--- config.mk ---
export PLATFORM = sky130hd
export DESIGN_NAME = tec_timer_ctrl
export DESIGN_NICKNAME = d
export VERILOG_FILES = /design/src/rtl/tec_pkg.sv /design/src/rtl/tec_timer_ctrl.sv /design/src/rtl/tec_edge.sv
export SDC_FILE = /design/constraint.sdc
export NUM_CORES = 1
export LEC_CHECK = 0
export ABC_AREA = 1
export CORE_ASPECT_RATIO = 1.5
export CORE_MARGIN = 4
export CORE_UTILIZATION = 25
export DETAILED_ROUTE_END_ITERATION = 7
export DONT_BUFFER_PORTS = 1
export GPL_ROUTABILITY_DRIVEN = 1
export GPL_TIMING_DRIVEN = 0
export PLACE_DENSITY = 0.35
export SLEW_MARGIN = 20
export SYNTH_ARGS = -nofsm -noshare
export SYNTH_HDL_FRONTEND = slang
export SYNTH_SLANG_ARGS = --single-unit
--- constraint.sdc ---
create_clock -name pclk -period 2.9 [get_ports pclk]
set_clock_uncertainty 0.1 [all_clocks]
set_input_delay 0.435 -clock pclk [delete_from_list [all_inputs] [get_ports pclk]]
set_output_delay 0.435 -clock pclk [all_outputs]
set_load 0.05 [all_outputs]
--- src/rtl/tec_pkg.sv ---
// Purpose: Constants and types for one timer/event counter channel control side
// Assumes: APB slave, 8-bit and 16-bit registers in the low lanes of 32-bit words
// Notes: Byte address of a register is four times its index
//
// Behaviour
// Software writes to compare register one are copied into the hidden compare buffer.
// Count equal to compare buffer raises the channel-one match request.
// Compare buffer has no address; only the compare register loads it.
// Reset clears compare register one and its buffer to zero.
// Edge detector watches both inputs; none, rising, falling or both edges valid.
// Counter clock comes from eight internal choices or external event edges.
// Control register 0 accepts any write in any state.
// Enable low stops and resets overflow, counter, outputs; enable high starts counting.
// Clock select picks main clock divided by 1 to 128; code 7 subclock option.
// Subclock selected with main clock stopped gives no counting.
// Software changes clock select only while disabled or when enabling.
// Software writes zeros to control register 0 bits 3 to 6.
// Sync bit low runs independently; high follows the master channel count clock.
// Software keeps the sync bit cleared on master channels.
// Software trigger write acts as external trigger in pulse and one-shot modes.
// Software trigger is ignored in all other modes.
// Software writes zeros to control register 1 bits 3 and 4.
// External-event enable chooses internal clock or external event edges.
// Mode field codes 0 to 6 select the seven timer modes; 7 prohibited.
// External event count mode counts event edges whatever the enable bit.
// Software changes event enable and mode only while disabled.
// Disabled counter holds all ones; a read of the count returns zero.
// Edge codes: 00 none, 01 rising, 10 falling, 11 both.
// Match request is a one-cycle pulse in the cycle of detection.
package tec_pkg;
  localparam logic [29:0] IDX_CTL0 = 30'h0ffff590;
  localparam logic [29:0] IDX_CTL1 = 30'h0ffff591;
  localparam logic [29:0] IDX_OUTCTL = 30'h0ffff592;
  localparam logic [29:0] IDX_CAPEDGE = 30'h0ffff593;
  localparam logic [29:0] IDX_EVTEDGE = 30'h0ffff594;
  localparam logic [29:0] IDX_OPTION = 30'h0ffff595;
  localparam logic [29:0] IDX_CAPCMP1 = 30'h0ffff597;
  localparam logic [29:0] IDX_COUNT = 30'h0ffff598;

  localparam logic [7:0] CTL0_RST = 8'h00;
  localparam logic [7:0] CTL1_RST = 8'h00;
  localparam logic [7:0] CTL0_MASK = 8'h87;
  localparam logic [7:0] CTL1_MASK = 8'ha7;
  localparam logic [3:0] NIB_RST = 4'h0;
  localparam logic [15:0] CCR_RST = 16'h0000;
  localparam logic [15:0] CNT_IDLE = 16'hffff;
  localparam logic [15:0] CNT_START = 16'h0000;
  localparam logic [15:0] CNT_READ_OFF = 16'h0000;
  localparam logic [31:0] RD_ZERO = 32'h00000000;

  localparam int BIT_RUN = 7;
  localparam int BIT_SYNC = 7;
  localparam int BIT_SWTRIG = 6;
  localparam int BIT_EVT = 5;
  localparam int BIT_OVF = 0;
  localparam int BIT_CCS1 = 5;
  localparam int BIT_OE0 = 0;
  localparam int BIT_OL0 = 1;
  localparam int BIT_OE1 = 2;
  localparam int BIT_OL1 = 3;

  localparam int PRESC_W = 7;
  localparam logic [6:0] PRESC_ALL = 7'h7f;
  localparam logic [2:0] CKS_TOP = 3'h7;
  localparam logic [1:0] EDGE_RISE_ONLY = 2'h1;

  typedef enum logic [2:0] {
    MD_INTERVAL = 3'h0,
    MD_EVENT = 3'h1,
    MD_EXTTRIG = 3'h2,
    MD_ONESHOT = 3'h3,
    MD_PWM = 3'h4,
    MD_FREE = 3'h5,
    MD_WIDTH = 3'h6,
    MD_BAD = 3'h7
  } tec_mode_t;

  typedef enum logic [2:0] {
    RUN_OFF = 3'b001,
    RUN_WAIT = 3'b010,
    RUN_GO = 3'b100
  } tec_run_t;
endpackage : tec_pkg

--- src/rtl/tec_timer_ctrl.sv ---
// Purpose: Timer/event counter channel: control registers, clock select, compare one
// Assumes: APB slave with zero wait states, pins asynchronous to pclk
// Notes: Compare buffer one is hidden behind capture/compare register one
//
// Register access over APB was left to the implementer.
`timescale 1ns/1ns
`default_nettype none
module tec_timer_ctrl
#(
  parameter bit HAS_SUBCLOCK = 1'b0,
  parameter bit IS_MASTER = 1'b1
)
(
  // APB
  input wire logic pclk,
  input wire logic presetn,
  input wire logic psel,
  input wire logic penable,
  input wire logic pwrite,
  input wire logic [31:0] paddr,
  input wire logic [31:0] pwdata,
  input wire logic [3:0] pstrb,
  output logic [31:0] prdata,
  output logic pready,
  output logic pslverr,
  // Timer pins
  input wire logic timer_input_a,
  input wire logic timer_input_b,
  output logic timer_output_a,
  output logic timer_output_b,
  // Clock sources
  input wire logic sub_clock_freq,
  input wire logic main_clock_stopped,
  // Channel synchronisation
  input wire logic sync_tick_in,
  output logic sync_tick_out,
  // Events
  output logic match_one_irq,
  output logic trigger_start
);
  import tec_pkg::*;

  initial
  begin
    if (PRESC_W != 7)
    begin
      $error("tec_timer_ctrl: prescaler must be 7 bits");
    end
  end

  typedef struct packed {
    logic [7:0] ctl0;
    logic [7:0] ctl1;
    logic [3:0] outctl;
    logic [3:0] capedge;
    logic [3:0] evtedge;
    logic [1:0] ccs;
    logic ovf;
    logic [15:0] capcmp;
    logic [15:0] cbuf;
    logic [15:0] count;
    logic [6:0] presc;
    tec_run_t run;
    logic tog_a;
    logic tog_b;
    logic irq;
    logic trig;
    logic [31:0] rdata;
  } tec_state_t;

  tec_state_t st_reg;
  tec_state_t st_next;

  logic ev_a;
  logic trig_a;
  logic cap_b;
  logic sub_edge;

  tec_edge u_event_a
  (
    .pclk(pclk),
    .presetn(presetn),
    .pin_in(timer_input_a),
    .edge_sel(st_reg.evtedge[3:2]),
    .valid_edge(ev_a)
  );

  tec_edge u_trigger_a
  (
    .pclk(pclk),
    .presetn(presetn),
    .pin_in(timer_input_a),
    .edge_sel(st_reg.evtedge[1:0]),
    .valid_edge(trig_a)
  );

  tec_edge u_capture_b
  (
    .pclk(pclk),
    .presetn(presetn),
    .pin_in(timer_input_b),
    .edge_sel(st_reg.capedge[3:2]),
    .valid_edge(cap_b)
  );

  tec_edge u_subclock
  (
    .pclk(pclk),
    .presetn(presetn),
    .pin_in(sub_clock_freq),
    .edge_sel(EDGE_RISE_ONLY),
    .valid_edge(sub_edge)
  );

  logic enabled;
  logic [2:0] cks;
  tec_mode_t mode;
  logic [6:0] presc_mask;
  logic int_tick;
  logic own_tick;
  logic tick;
  logic use_event;
  logic capture_mode;
  logic trig_mode;
  logic sw_trig;
  logic wr;
  logic rd_setup;
  logic access;
  logic hit;
  logic [29:0] idx;
  logic [15:0] cnt_inc;
  logic wrap;

  assign idx = paddr[31:2];
  assign enabled = st_reg.ctl0[BIT_RUN];
  assign cks = st_reg.ctl0[2:0];
  assign mode = tec_mode_t'(st_reg.ctl1[2:0]);
  assign access = psel & penable;
  assign wr = access & pwrite;
  assign rd_setup = psel & ~penable & ~pwrite;

  always_comb
  begin
    case (idx)
      IDX_CTL0, IDX_CTL1, IDX_OUTCTL, IDX_CAPEDGE, IDX_EVTEDGE, IDX_OPTION, IDX_CAPCMP1,
      IDX_COUNT:
        hit = 1'b1;
      default:
        hit = 1'b0;
    endcase
  end

  // Internal divider: code k ticks once every 2**k cycles
  assign presc_mask = PRESC_ALL >> (CKS_TOP - cks);
  always_comb
  begin
    if (HAS_SUBCLOCK && cks == CKS_TOP)
    begin
      int_tick = sub_edge & ~main_clock_stopped;
    end
    else
    begin
      int_tick = (st_reg.presc & presc_mask) == presc_mask;
    end
  end

  assign use_event = st_reg.ctl1[BIT_EVT] | (mode == MD_EVENT);
  assign own_tick = use_event ? ev_a : int_tick;
  assign tick = (!IS_MASTER && st_reg.ctl1[BIT_SYNC]) ? sync_tick_in : own_tick;
  assign sync_tick_out = enabled & own_tick;

  assign capture_mode = st_reg.ccs[1] & ((mode == MD_FREE) | (mode == MD_WIDTH));
  assign trig_mode = (mode == MD_EXTTRIG) | (mode == MD_ONESHOT);
  // Software trigger only in the two pulse modes
  assign sw_trig = wr & pstrb[0] & (idx == IDX_CTL1) & pwdata[BIT_SWTRIG] &
                   ((pwdata[2:0] == MD_EXTTRIG) | (pwdata[2:0] == MD_ONESHOT));

  assign cnt_inc = st_reg.count + 16'h0001;
  assign wrap = st_reg.count == CNT_IDLE;

  always_comb
  begin
    st_next = st_reg;
    st_next.irq = 1'b0;
    st_next.trig = 1'b0;
    st_next.presc = st_reg.presc + 7'h01;

    // Register writes
    if (wr)
    begin
      case (idx)
        IDX_CTL0:
        begin
          if (pstrb[0])
          begin
            st_next.ctl0 = pwdata[7:0] & CTL0_MASK;
          end
        end
        IDX_CTL1:
        begin
          if (pstrb[0])
          begin
            st_next.ctl1 = pwdata[7:0] & CTL1_MASK & ~(8'h01 << BIT_SWTRIG);
          end
        end
        IDX_OUTCTL:
        begin
          if (pstrb[0])
          begin
            st_next.outctl = pwdata[3:0];
          end
        end
        IDX_CAPEDGE:
        begin
          if (pstrb[0])
          begin
            st_next.capedge = pwdata[3:0];
          end
        end
        IDX_EVTEDGE:
        begin
          if (pstrb[0])
          begin
            st_next.evtedge = pwdata[3:0];
          end
        end
        IDX_OPTION:
        begin
          if (pstrb[0])
          begin
            st_next.ccs = pwdata[5:4];
            st_next.ovf = st_reg.ovf & pwdata[BIT_OVF];
          end
        end
        IDX_CAPCMP1:
        begin
          if (!capture_mode)
          begin
            if (pstrb[0])
            begin
              st_next.capcmp[7:0] = pwdata[7:0];
              st_next.cbuf[7:0] = pwdata[7:0];
            end
            if (pstrb[1])
            begin
              st_next.capcmp[15:8] = pwdata[15:8];
              st_next.cbuf[15:8] = pwdata[15:8];
            end
          end
        end
        default:
        begin
        end
      endcase
    end

    // Counter and run state
    case (st_reg.run)
      RUN_OFF:
      begin
        st_next.count = CNT_IDLE;
        if (enabled)
        begin
          st_next.run = trig_mode ? RUN_WAIT : RUN_GO;
          st_next.count = trig_mode ? CNT_IDLE : CNT_START;
        end
      end
      RUN_WAIT:
      begin
        if (sw_trig || trig_a)
        begin
          st_next.run = RUN_GO;
          st_next.count = CNT_START;
          st_next.trig = 1'b1;
        end
      end
      RUN_GO:
      begin
        if (trig_mode && (sw_trig || trig_a))
        begin
          st_next.count = CNT_START;
          st_next.trig = 1'b1;
        end
        else if (tick)
        begin
          st_next.count = cnt_inc;
          if (wrap)
          begin
            st_next.tog_a = ~st_reg.tog_a;
            if (mode == MD_ONESHOT)
            begin
              st_next.run = RUN_WAIT;
              st_next.count = CNT_IDLE;
            end
          end
          if (!capture_mode && cnt_inc == st_reg.cbuf)
          begin
            st_next.irq = 1'b1;
            st_next.tog_b = ~st_reg.tog_b;
          end
        end
      end
      default:
      begin
        st_next.run = RUN_OFF;
      end
    endcase

    // Overflow: set wins over a software clear
    if (st_reg.run == RUN_GO && tick && wrap && !(trig_mode && (sw_trig || trig_a)))
    begin
      st_next.ovf = 1'b1;
    end

    // Capture on timer input b edge
    if (capture_mode && enabled && cap_b)
    begin
      st_next.capcmp = st_reg.count;
    end

    // Disabled: stop and reset overflow, counter and outputs
    if (!enabled)
    begin
      st_next.run = RUN_OFF;
      st_next.count = CNT_IDLE;
      st_next.ovf = 1'b0;
      st_next.tog_a = 1'b0;
      st_next.tog_b = 1'b0;
      st_next.irq = 1'b0;
      st_next.trig = 1'b0;
    end

    // Read data captured in the setup phase
    if (rd_setup)
    begin
      case (idx)
        IDX_CTL0:
          st_next.rdata = {24'h000000, st_reg.ctl0};
        IDX_CTL1:
          st_next.rdata = {24'h000000, st_reg.ctl1};
        IDX_OUTCTL:
          st_next.rdata = {28'h0000000, st_reg.outctl};
        IDX_CAPEDGE:
          st_next.rdata = {28'h0000000, st_reg.capedge};
        IDX_EVTEDGE:
          st_next.rdata = {28'h0000000, st_reg.evtedge};
        IDX_OPTION:
          st_next.rdata = {26'h0000000, st_reg.ccs, 3'h0, st_reg.ovf};
        IDX_CAPCMP1:
          st_next.rdata = {16'h0000, st_reg.capcmp};
        IDX_COUNT:
          st_next.rdata = {16'h0000, enabled ? st_reg.count : CNT_READ_OFF};
        default:
          st_next.rdata = RD_ZERO;
      endcase
    end
  end

  always_ff @(posedge pclk or negedge presetn)
  begin
    if (!presetn)
    begin
      st_reg.ctl0 <= CTL0_RST;
      st_reg.ctl1 <= CTL1_RST;
      st_reg.outctl <= NIB_RST;
      st_reg.capedge <= NIB_RST;
      st_reg.evtedge <= NIB_RST;
      st_reg.ccs <= 2'h0;
      st_reg.ovf <= 1'b0;
      st_reg.capcmp <= CCR_RST;
      st_reg.cbuf <= CCR_RST;
      st_reg.count <= CNT_IDLE;
      st_reg.presc <= 7'h00;
      st_reg.run <= RUN_OFF;
      st_reg.tog_a <= 1'b0;
      st_reg.tog_b <= 1'b0;
      st_reg.irq <= 1'b0;
      st_reg.trig <= 1'b0;
      st_reg.rdata <= RD_ZERO;
    end
    else
    begin
      st_reg <= st_next;
    end
  end

  // Output controller: level bit inverts even while stopped
  assign timer_output_a = (st_reg.outctl[BIT_OE0] & st_reg.tog_a) ^ st_reg.outctl[BIT_OL0];
  assign timer_output_b = (st_reg.outctl[BIT_OE1] & st_reg.tog_b) ^ st_reg.outctl[BIT_OL1];

  assign match_one_irq = st_reg.irq;
  assign trigger_start = st_reg.trig;
  assign prdata = st_reg.rdata;
  assign pready = 1'b1;
  assign pslverr = access & ~hit;
endmodule : tec_timer_ctrl
`default_nettype wire

--- src/rtl/tec_edge.sv ---
// Purpose: Pin synchroniser and selectable valid-edge detector
// Assumes: Pin is asynchronous to pclk
// Notes: Output pulse lasts one cycle
`timescale 1ns/1ns
`default_nettype none
module tec_edge
(
  // Clock and reset
  input wire logic pclk,
  input wire logic presetn,
  // Pin and selection
  input wire logic pin_in,
  input wire logic [1:0] edge_sel,
  // Result
  output logic valid_edge
);
  import tec_pkg::*;

  typedef struct packed {
    logic s1;
    logic s2;
    logic s3;
  } tec_edge_st_t;

  tec_edge_st_t st_reg;
  tec_edge_st_t st_next;

  always_comb
  begin
    st_next = st_reg;
    st_next.s1 = pin_in;
    st_next.s2 = st_reg.s1;
    st_next.s3 = st_reg.s2;
  end

  always_ff @(posedge pclk or negedge presetn)
  begin
    if (!presetn)
    begin
      st_reg <= '0;
    end
    else
    begin
      st_reg <= st_next;
    end
  end

  // Edge code: bit 0 rising, bit 1 falling
  assign valid_edge = (edge_sel[0] & st_reg.s2 & ~st_reg.s3) |
                      (edge_sel[1] & ~st_reg.s2 & st_reg.s3);
endmodule : tec_edge
`default_nettype wire

==> summary.md, run 1 <==
| Metric | Value |
|---|---|
| Cell chain of the critical path | nand2_1 -> nor2_1 -> and2_1 -> nand2_1 -> inv_1 -> nand2_1 -> buf_2 -> nand4_1 -> nor3_4 |
| Antenna Nets Post-Route | 0 |
| Vias per std cell | between 4 and 5 |
| Dpl hpwl | roughly 17000 um |
| Final Hold Vio Count | about 110 |
| Max VDD drop | ~0.00027 V |
| Setup crit end kind | output pin |
| RePlAce Congestion | 0.8065 |
| Diode count | 0 |
| Required @ worst endpoint | ~2400 ps |
| WHS | -349.1 ps |
| First-pass GRT wire length | 34390 um |
| Largest net degree at the start of global routing | about 110 |
| Starting DRT DRC Count | about 270 |
| Nets | 1001 |
| Max frequency | between 0.3 and 0.4 GHz |
| Synth Register Bits | between 100 and 150 |
| Worst path depth | 9 |
| Core Footprint | around 0.025 mm2 |
| GRT Util Overall | 0.1595 |
| M1 WL | approximately 8800 um |
| Met3 routed WL | 711 um |
| Critical Path Start Type | input pin |
| Static leakage | roughly 3.8 nW |
| Sequential element share of the synthesized area | 0.4256 |
| Starting density of the core | 0.2546 |
| CP peak stage delay | roughly 500 ps |
| Clk slew on worst S/H paths | about 80 ps |
| Synth unique cells | 41 |
| Deepest clock path buffer count | 2 |
| Crit-path slowest cell | nor3_4 |
| Rel. slew slack | 0.2446 |
| DR WL met2 | 12200 um |
| Worst skew pair latency | about 370 ps |
| Tot Pwr | 2.920 mW |
| Worst r2r path cells | 14 |
| # rows | approximately 70 |
| Max Cap Viol | 0 |
| Gr ovfl total | 0 |
| IO Count | 117 |
| Final Cycle Share | 0.9301 |
| Vias | 5663 |
| Vias in the first global route | 5835 |
| Worst-path maximum fanout | 10 |
| Full die area | 0.02828 mm2 |
| Die Wd | about 140 um |
| Share of cells above drive strength 1 | 0.1102 |
| Final WL | 22130 um |
| Finished Core Util | 0.2862 |
| TritonCTS Sinks | about 110 |
| Most used cell, CP | nand2_1 |
| Hold Crit Class | in2async |
| Post-route DRC | 0 |
| Die Height | about 200 um |
| Unrepaired setup endpoints after global routing | false |
| Post-Synthesis Cells | 893 |
| Status | finished, violations left |
| Power Dens Cells | just over 400 mW/mm2 |
| Violated checks | hold timing |
| Highest metal used | met4 |
| CTS tree | built |
| Buf/Inv on CP | 2 |
| Worst Path Arrival | around 2200 ps |
| DRT Pass-1 Iters | 4 |
| CTS buffer count | 9 |
| Synth Area per Inst | approximately 7 um2 |
| P&R area growth vs syn | 12.43% |
| Htree depth | 3 |
| Post-Syn Area | 0.006400 mm2 |
| R2R Setup Slk | around 250 ps |
| Max reg flops | 77 |
| Wire per inst | about 18 um |
| Initial antenna violation count | 0 |
| Final slew viol count | 0 |
| Yosys Warn Count | 0 |
| CTS Root Cell | clkbuf_16 |
| Fin crit period | about 2700 ps |
| CTS Hold Bufs | 2 |
| Final setup viols | 0 |
| Post-CTS Setup Repair Bufs | 0 |
| Critical path type | in2out |
| CP top delay family | simple AND/OR/NAND/NOR gates |
| I/O Buffers | 0 |
| Worst-margin pin slew | roughly 1100 ps |
-- layout make-up --
| cell class | instances | area, um2 |
|---|---|---|
| Buffer | 55 | 371.6 |
| Tap cell | 328 | 410.4 |
| Clock buffer | 11 | 252.7 |
| Clock inverter | 5 | 42.54 |
| Timing Repair Buffer | 2 | 20.02 |
| Multi-Input combinational cell | 663 | 3067 |
| Inverter | 82 | 307.8 |
| Fill cell | 2868 | 17940 |
| Sequential cell | 108 | 2724 |
-- routing by layer --
layer  vias to the layer above  global-route usage
li1                       2875                   -
met1                      2694              0.1779
met2                        78              0.3074
met3                        16             0.02247
met4                         0             0.05559
met5                         -                   0
-- cell families after synthesis --
logic type,Yosys count,synth area share
other cells,2,0.001173
flops,108,0.4256
fa+ha+maj,2,0.003909
simple gates,547,0.3648
compound gates,87,0.08016
xor+xnor,10,0.01818
buf+inv,137,0.1062
-- what timing repair did --
action	in CTS	in global routing
endpoints found under the hold margin	110	108
gates resized for setup	2	0
pin swaps	0	1
endpoints found under the setup margin	2	1
-- per-stage QoR --
step | TNS (ps) | worst slack, ps | area, um2 | cells
final | 0 | 202.7 | 7196 | 1254
after global routing | 0 | 31.81 | 7196 | 1254
after CTS | 0 | 109.9 | 7196 | 1254
after detailed placement | -56.03 | -56.03 | 6872 | 1236
after global placement | -42.92 | -42.92 | 6872 | 1236
after floorplan | 0 | 370.6 | 6461 | 908
-- worst reg2reg max path, delay by kind of cell, from the launching register on --
kind / cells / cell delay (ps)
adders and majority gates: 1 / 210
DFF: 1 / 620
and+or+nand+nor: 13 / 1610
-- placed cells by master, fill, tap and decap left out, types with 7 or more instances in the layout --
master	n
nand2_1	355
dfrtp_1	91
nand3_1	78
inv_1	77
nor2_1	52
o21ai_0	49
buf_4	35
nand4_1	23
conb_1	17
dfstp_2	17
o21ai_1	12
nor3_1	11
o31ai_1	10
buf_2	9
clkbuf_16	9
clkbuf_1	8
a21oi_1	7
-- Yosys cell counts --
cell,instances,area share
o21ai_0,49,0.038
xor3_1,1,0.0037
xor2_1,4,0.0055
nor2_4,3,0.0053
nor3_1,12,0.0094
clkinv_1,1,0.00059
clkbuf_1,8,0.0047
o311ai_0,1,0.0014
inv_1,77,0.045
nand3_2,1,0.0016
a21oi_4,1,0.0025
xnor3_1,1,0.0035
nor4_1,5,0.0049
buf_2,9,0.0070
o31ai_1,10,0.012
nor2_1,53,0.031
dfrtp_1,91,0.36
a21oi_1,7,0.0055
conb_1,2,0.0012
nand3_1,78,0.061
xnor2_1,4,0.0055
o21ai_1,12,0.0094
a211oi_1,1,0.0012
nand4_2,1,0.0020
inv_2,4,0.0023
buf_6,3,0.0053
nand3b_1,5,0.0059
buf_4,35,0.041
nand2_1,355,0.21
o2111ai_1,1,0.0014
ha_1,2,0.0039
and2_1,3,0.0029
nor2_2,5,0.0049
o21bai_1,1,0.0012
nand2_2,2,0.0020
a21boi_0,1,0.0012
nand4_1,23,0.022
nand4_4,1,0.0033
a22o_1,1,0.0014
dfstp_2,17,0.070
a41oi_2,2,0.0051
-- final timing paths --
check                                                    to                              from
setup / recovery                                    pslverr                         paddr[19]
hold / removal                       prdata[12]$_DFFE_PN0P_                           presetn
setup reg to reg                     st_reg[34]$_DFFE_PN0P_            st_reg[47]$_DFFE_PN1P_
hold reg to reg            u_capture_b.st_next[0]$_DFF_PN0_  u_capture_b.st_next[1]$_DFF_PN0_
max in group asynchronous            st_reg[36]$_DFFE_PN1P_                           presetn
min in group pclk                    st_reg[64]$_DFFE_PN0P_                         pwdata[2]
-- where the power goes --
part	switching (mW)	leakage, nW	internal, mW
Clock	0.653	0.148	0.643
Combinational	0.0830	2.31	0.0287
Sequential	0.00224	1.30	1.51
Note: power is estimated with default switching activity, not from simulation.
==> run 2: changes to the inputs <==
Settings changed: CTS_BUF_LIST from default to sky130_fd_sc_hd__clkbuf_8.
==> run 2 against run 1 <==
Against the previous run:
- the run still ends with hold timing left
- non-clock buffer count did not move
- combinational power hardly changed
- hold slack worse by 40 ps
- global-route usage fell by 0.064 points
- total power decreased by 11%
- highest routed layer unchanged
==> summary.md, run 2 (synthesis gave the netlist of run 1 again) <==
| Metric | Value |
|---|---|
| Status | finished, violations left (unchanged) |
| Violated checks | hold timing (unchanged) |
| Post-Place Cell Area | 0.006872 mm2 (unchanged) |
| Worst r2r src | st_reg[47]$_DFFE_PN1P_ (unchanged) |
| Max reg flops | 77 (unchanged) |
| GRT Util Overall | 0.1589 (was 0.1595) |
| Die Height | 204.0 um (unchanged) |
| Worst-path maximum fanout | 10 (unchanged) |
| Setup ws final | 208.0 ps (was 202.7 ps) |
| Critical Path Start Type | input pin (unchanged) |
| Gr ovfl total | 0 (unchanged) |
| Core Footprint | 0.02514 mm2 (unchanged) |
| Full die area | 0.02828 mm2 (unchanged) |
| Vias per std cell | 4.529 (was 4.516) |
| Max VDD drop | 0.0002173 V (was 0.0002745 V) |
| R2R Path End | st_reg[34]$_DFFE_PN0P_ (unchanged) |
| Starting density of the core | 0.2546 (unchanged) |
| Final slew viol count | 0 (unchanged) |
| CTS Hold Bufs | 2 (unchanged) |
| Share of cells above drive strength 1 | 0.1102 (unchanged) |
| Initial antenna violation count | 0 (unchanged) |
| R2R Setup Slk | 260 ps (was 250 ps) |
| Post-route DRC | 0 (unchanged) |
| Worst-margin pin slew | 1127 ps (was 1125 ps) |
| Final Cycle Share | 0.9283 (was 0.9301) |
| DRT Pass-1 Iters | 5 (was 4) |
| Post-route cell area | 0.007094 mm2 (was 0.007196 mm2) |
| Final non-filler cell total | 1254 (unchanged) |
| I/O Buffers | 0 (unchanged) |
| Worst r2r path cells | 14 (unchanged) |
| Largest net degree at the start of global routing | 109 (unchanged) |
| Dpl hpwl | 17320 um (unchanged) |
| Setup TNS | 0 ps (unchanged) |
| TritonCTS Sinks | 108 (unchanged) |
| Max Cap Viol | 0 (unchanged) |
| P&R area growth vs syn | 10.85% (was 12.43%) |
| Final Hold Vio Count | 108 (unchanged) |
| Critical path type | in2out (unchanged) |
| # rows | 71 (unchanged) |
| Fin crit period | 2692 ps (was 2697 ps) |
| Clk slew on worst S/H paths | 130 ps (was 80 ps) |
| Die Wd | 138.6 um (unchanged) |
| Rel. slew slack | 0.2430 (was 0.2446) |
| Worst Path Arrival | 2160 ps (about the same) |
| Vias in the first global route | 5847 (was 5835) |
| Deepest clock path buffer count | 2 (unchanged) |
| Static leakage | 3.710 nW (was 3.756 nW) |
| Nets | 1001 (unchanged) |
| RePlAce Congestion | 0.8065 (unchanged) |
| CTS tree | built (unchanged) |
| DP Worst Slack | -56.03 ps (unchanged) |
| Vias | 5679 (was 5663) |
| Wire per inst | 17.67 um (was 17.65 um) |
| Final WL | 22160 um (was 22130 um) |
| Required @ worst endpoint | 2370 ps (about the same) |
| CTS buffer count | 9 (unchanged) |
| Power Dens Cells | 368.1 mW/mm2 (was 405.8 mW/mm2) |
| Worst skew pair latency | 410 ps (was 370 ps) |
| Starting DRT DRC Count | 272 (was 267) |
| Commonest non-fill, non-tap cell in the layout | nand2_1 (unchanged) |
| Tot Pwr | 2.611 mW (was 2.920 mW) |
| Setup crit end kind | output pin (unchanged) |
| Htree depth | 3 (unchanged) |
| Antenna Nets Post-Route | 0 (unchanged) |
| Finished Core Util | 0.2822 (was 0.2862) |
| Hold Crit Class | in2async (unchanged) |
| First-pass GRT wire length | 34380 um (was 34390 um) |
| Diode count | 0 (unchanged) |
| Placed cells | 1236 (unchanged) |
| IO Count | 117 (unchanged) |
| Max frequency | 0.3715 GHz (was 0.3707 GHz) |
| Final setup viols | 0 (unchanged) |
| CTS Root Cell | clkbuf_8 (was clkbuf_16) |
| Most frequent cells in the layout | nand2_1, dfrtp_1, nand3_1 (unchanged) |
| Unrepaired setup endpoints after global routing | false (unchanged) |
| WHS | -389.1 ps (was -349.1 ps) |
## run 2: cell counts in the layout (fill, tap and decap cells not counted)
No cell type changed its count.
## run 2: per-layer routing
| metal | vias to the layer above | routed length, um | GRT usage | share of wire |
|---|---|---|---|---|
| met5 | - | 0 | 0 | 0 |
| met3 | 20 | 691 | 0.02879 | 0.031 |
| met4 | 0 | 454 | 0.04860 | 0.020 |
| met2 | 89 | 12090 | 0.3038 | 0.55 |
| li1 | 2868 | - | - | - |
| met1 | 2702 | 8926 | 0.1781 | 0.40 |
## run 2: worst max-delay path, cell delays in order
cell and delay (ps):
nand2_1 60, nor2_1 40, and2_1 140, nand2_1 170, inv_1 120, nand2_1 210
buf_2 300, nand4_1 180, nor3_4 490
## run 2: worst max path at each step
stage	startpoint	end	slack, ps
global route	st_reg[47]$_DFFE_PN1P_	st_reg[34]$_DFFE_PN0P_	30
detailed placement	paddr[19]	pslverr	-60
CTS	paddr[19]	pslverr	110
global placement	paddr[19]	pslverr	-40
floorplan	paddr[19]	pslverr	370
finish	paddr[19]	pslverr	210
## run 2: final cells by class
type | count | area [um2]
plain buffers | 55 | 371.6
clock buffers | 11 | 151.4
well taps | 328 | 410.4
multi-input cells | 663 | 3067
inverters | 82 | 307.8
clock inverters | 5 | 42.54
flip-flops and latches | 108 | 2724
repair buffers | 2 | 20.02
fillers | 2876 | 18050
## run 2: timing repair
action | in CTS | in global routing
setup buffers | 0 | 0
pin swaps | 0 | 1
hold endpoints to repair | 110 | 108
endpoints found under the setup margin | 2 | 1
gates resized for setup | 2 | 0
## run 2: power by group
part           total, mW  internal (mW)  switching, mW
clock network      0.986          0.372          0.614
logic              0.112         0.0287         0.0831
registers           1.51           1.51        0.00219
total               2.61           1.91          0.699
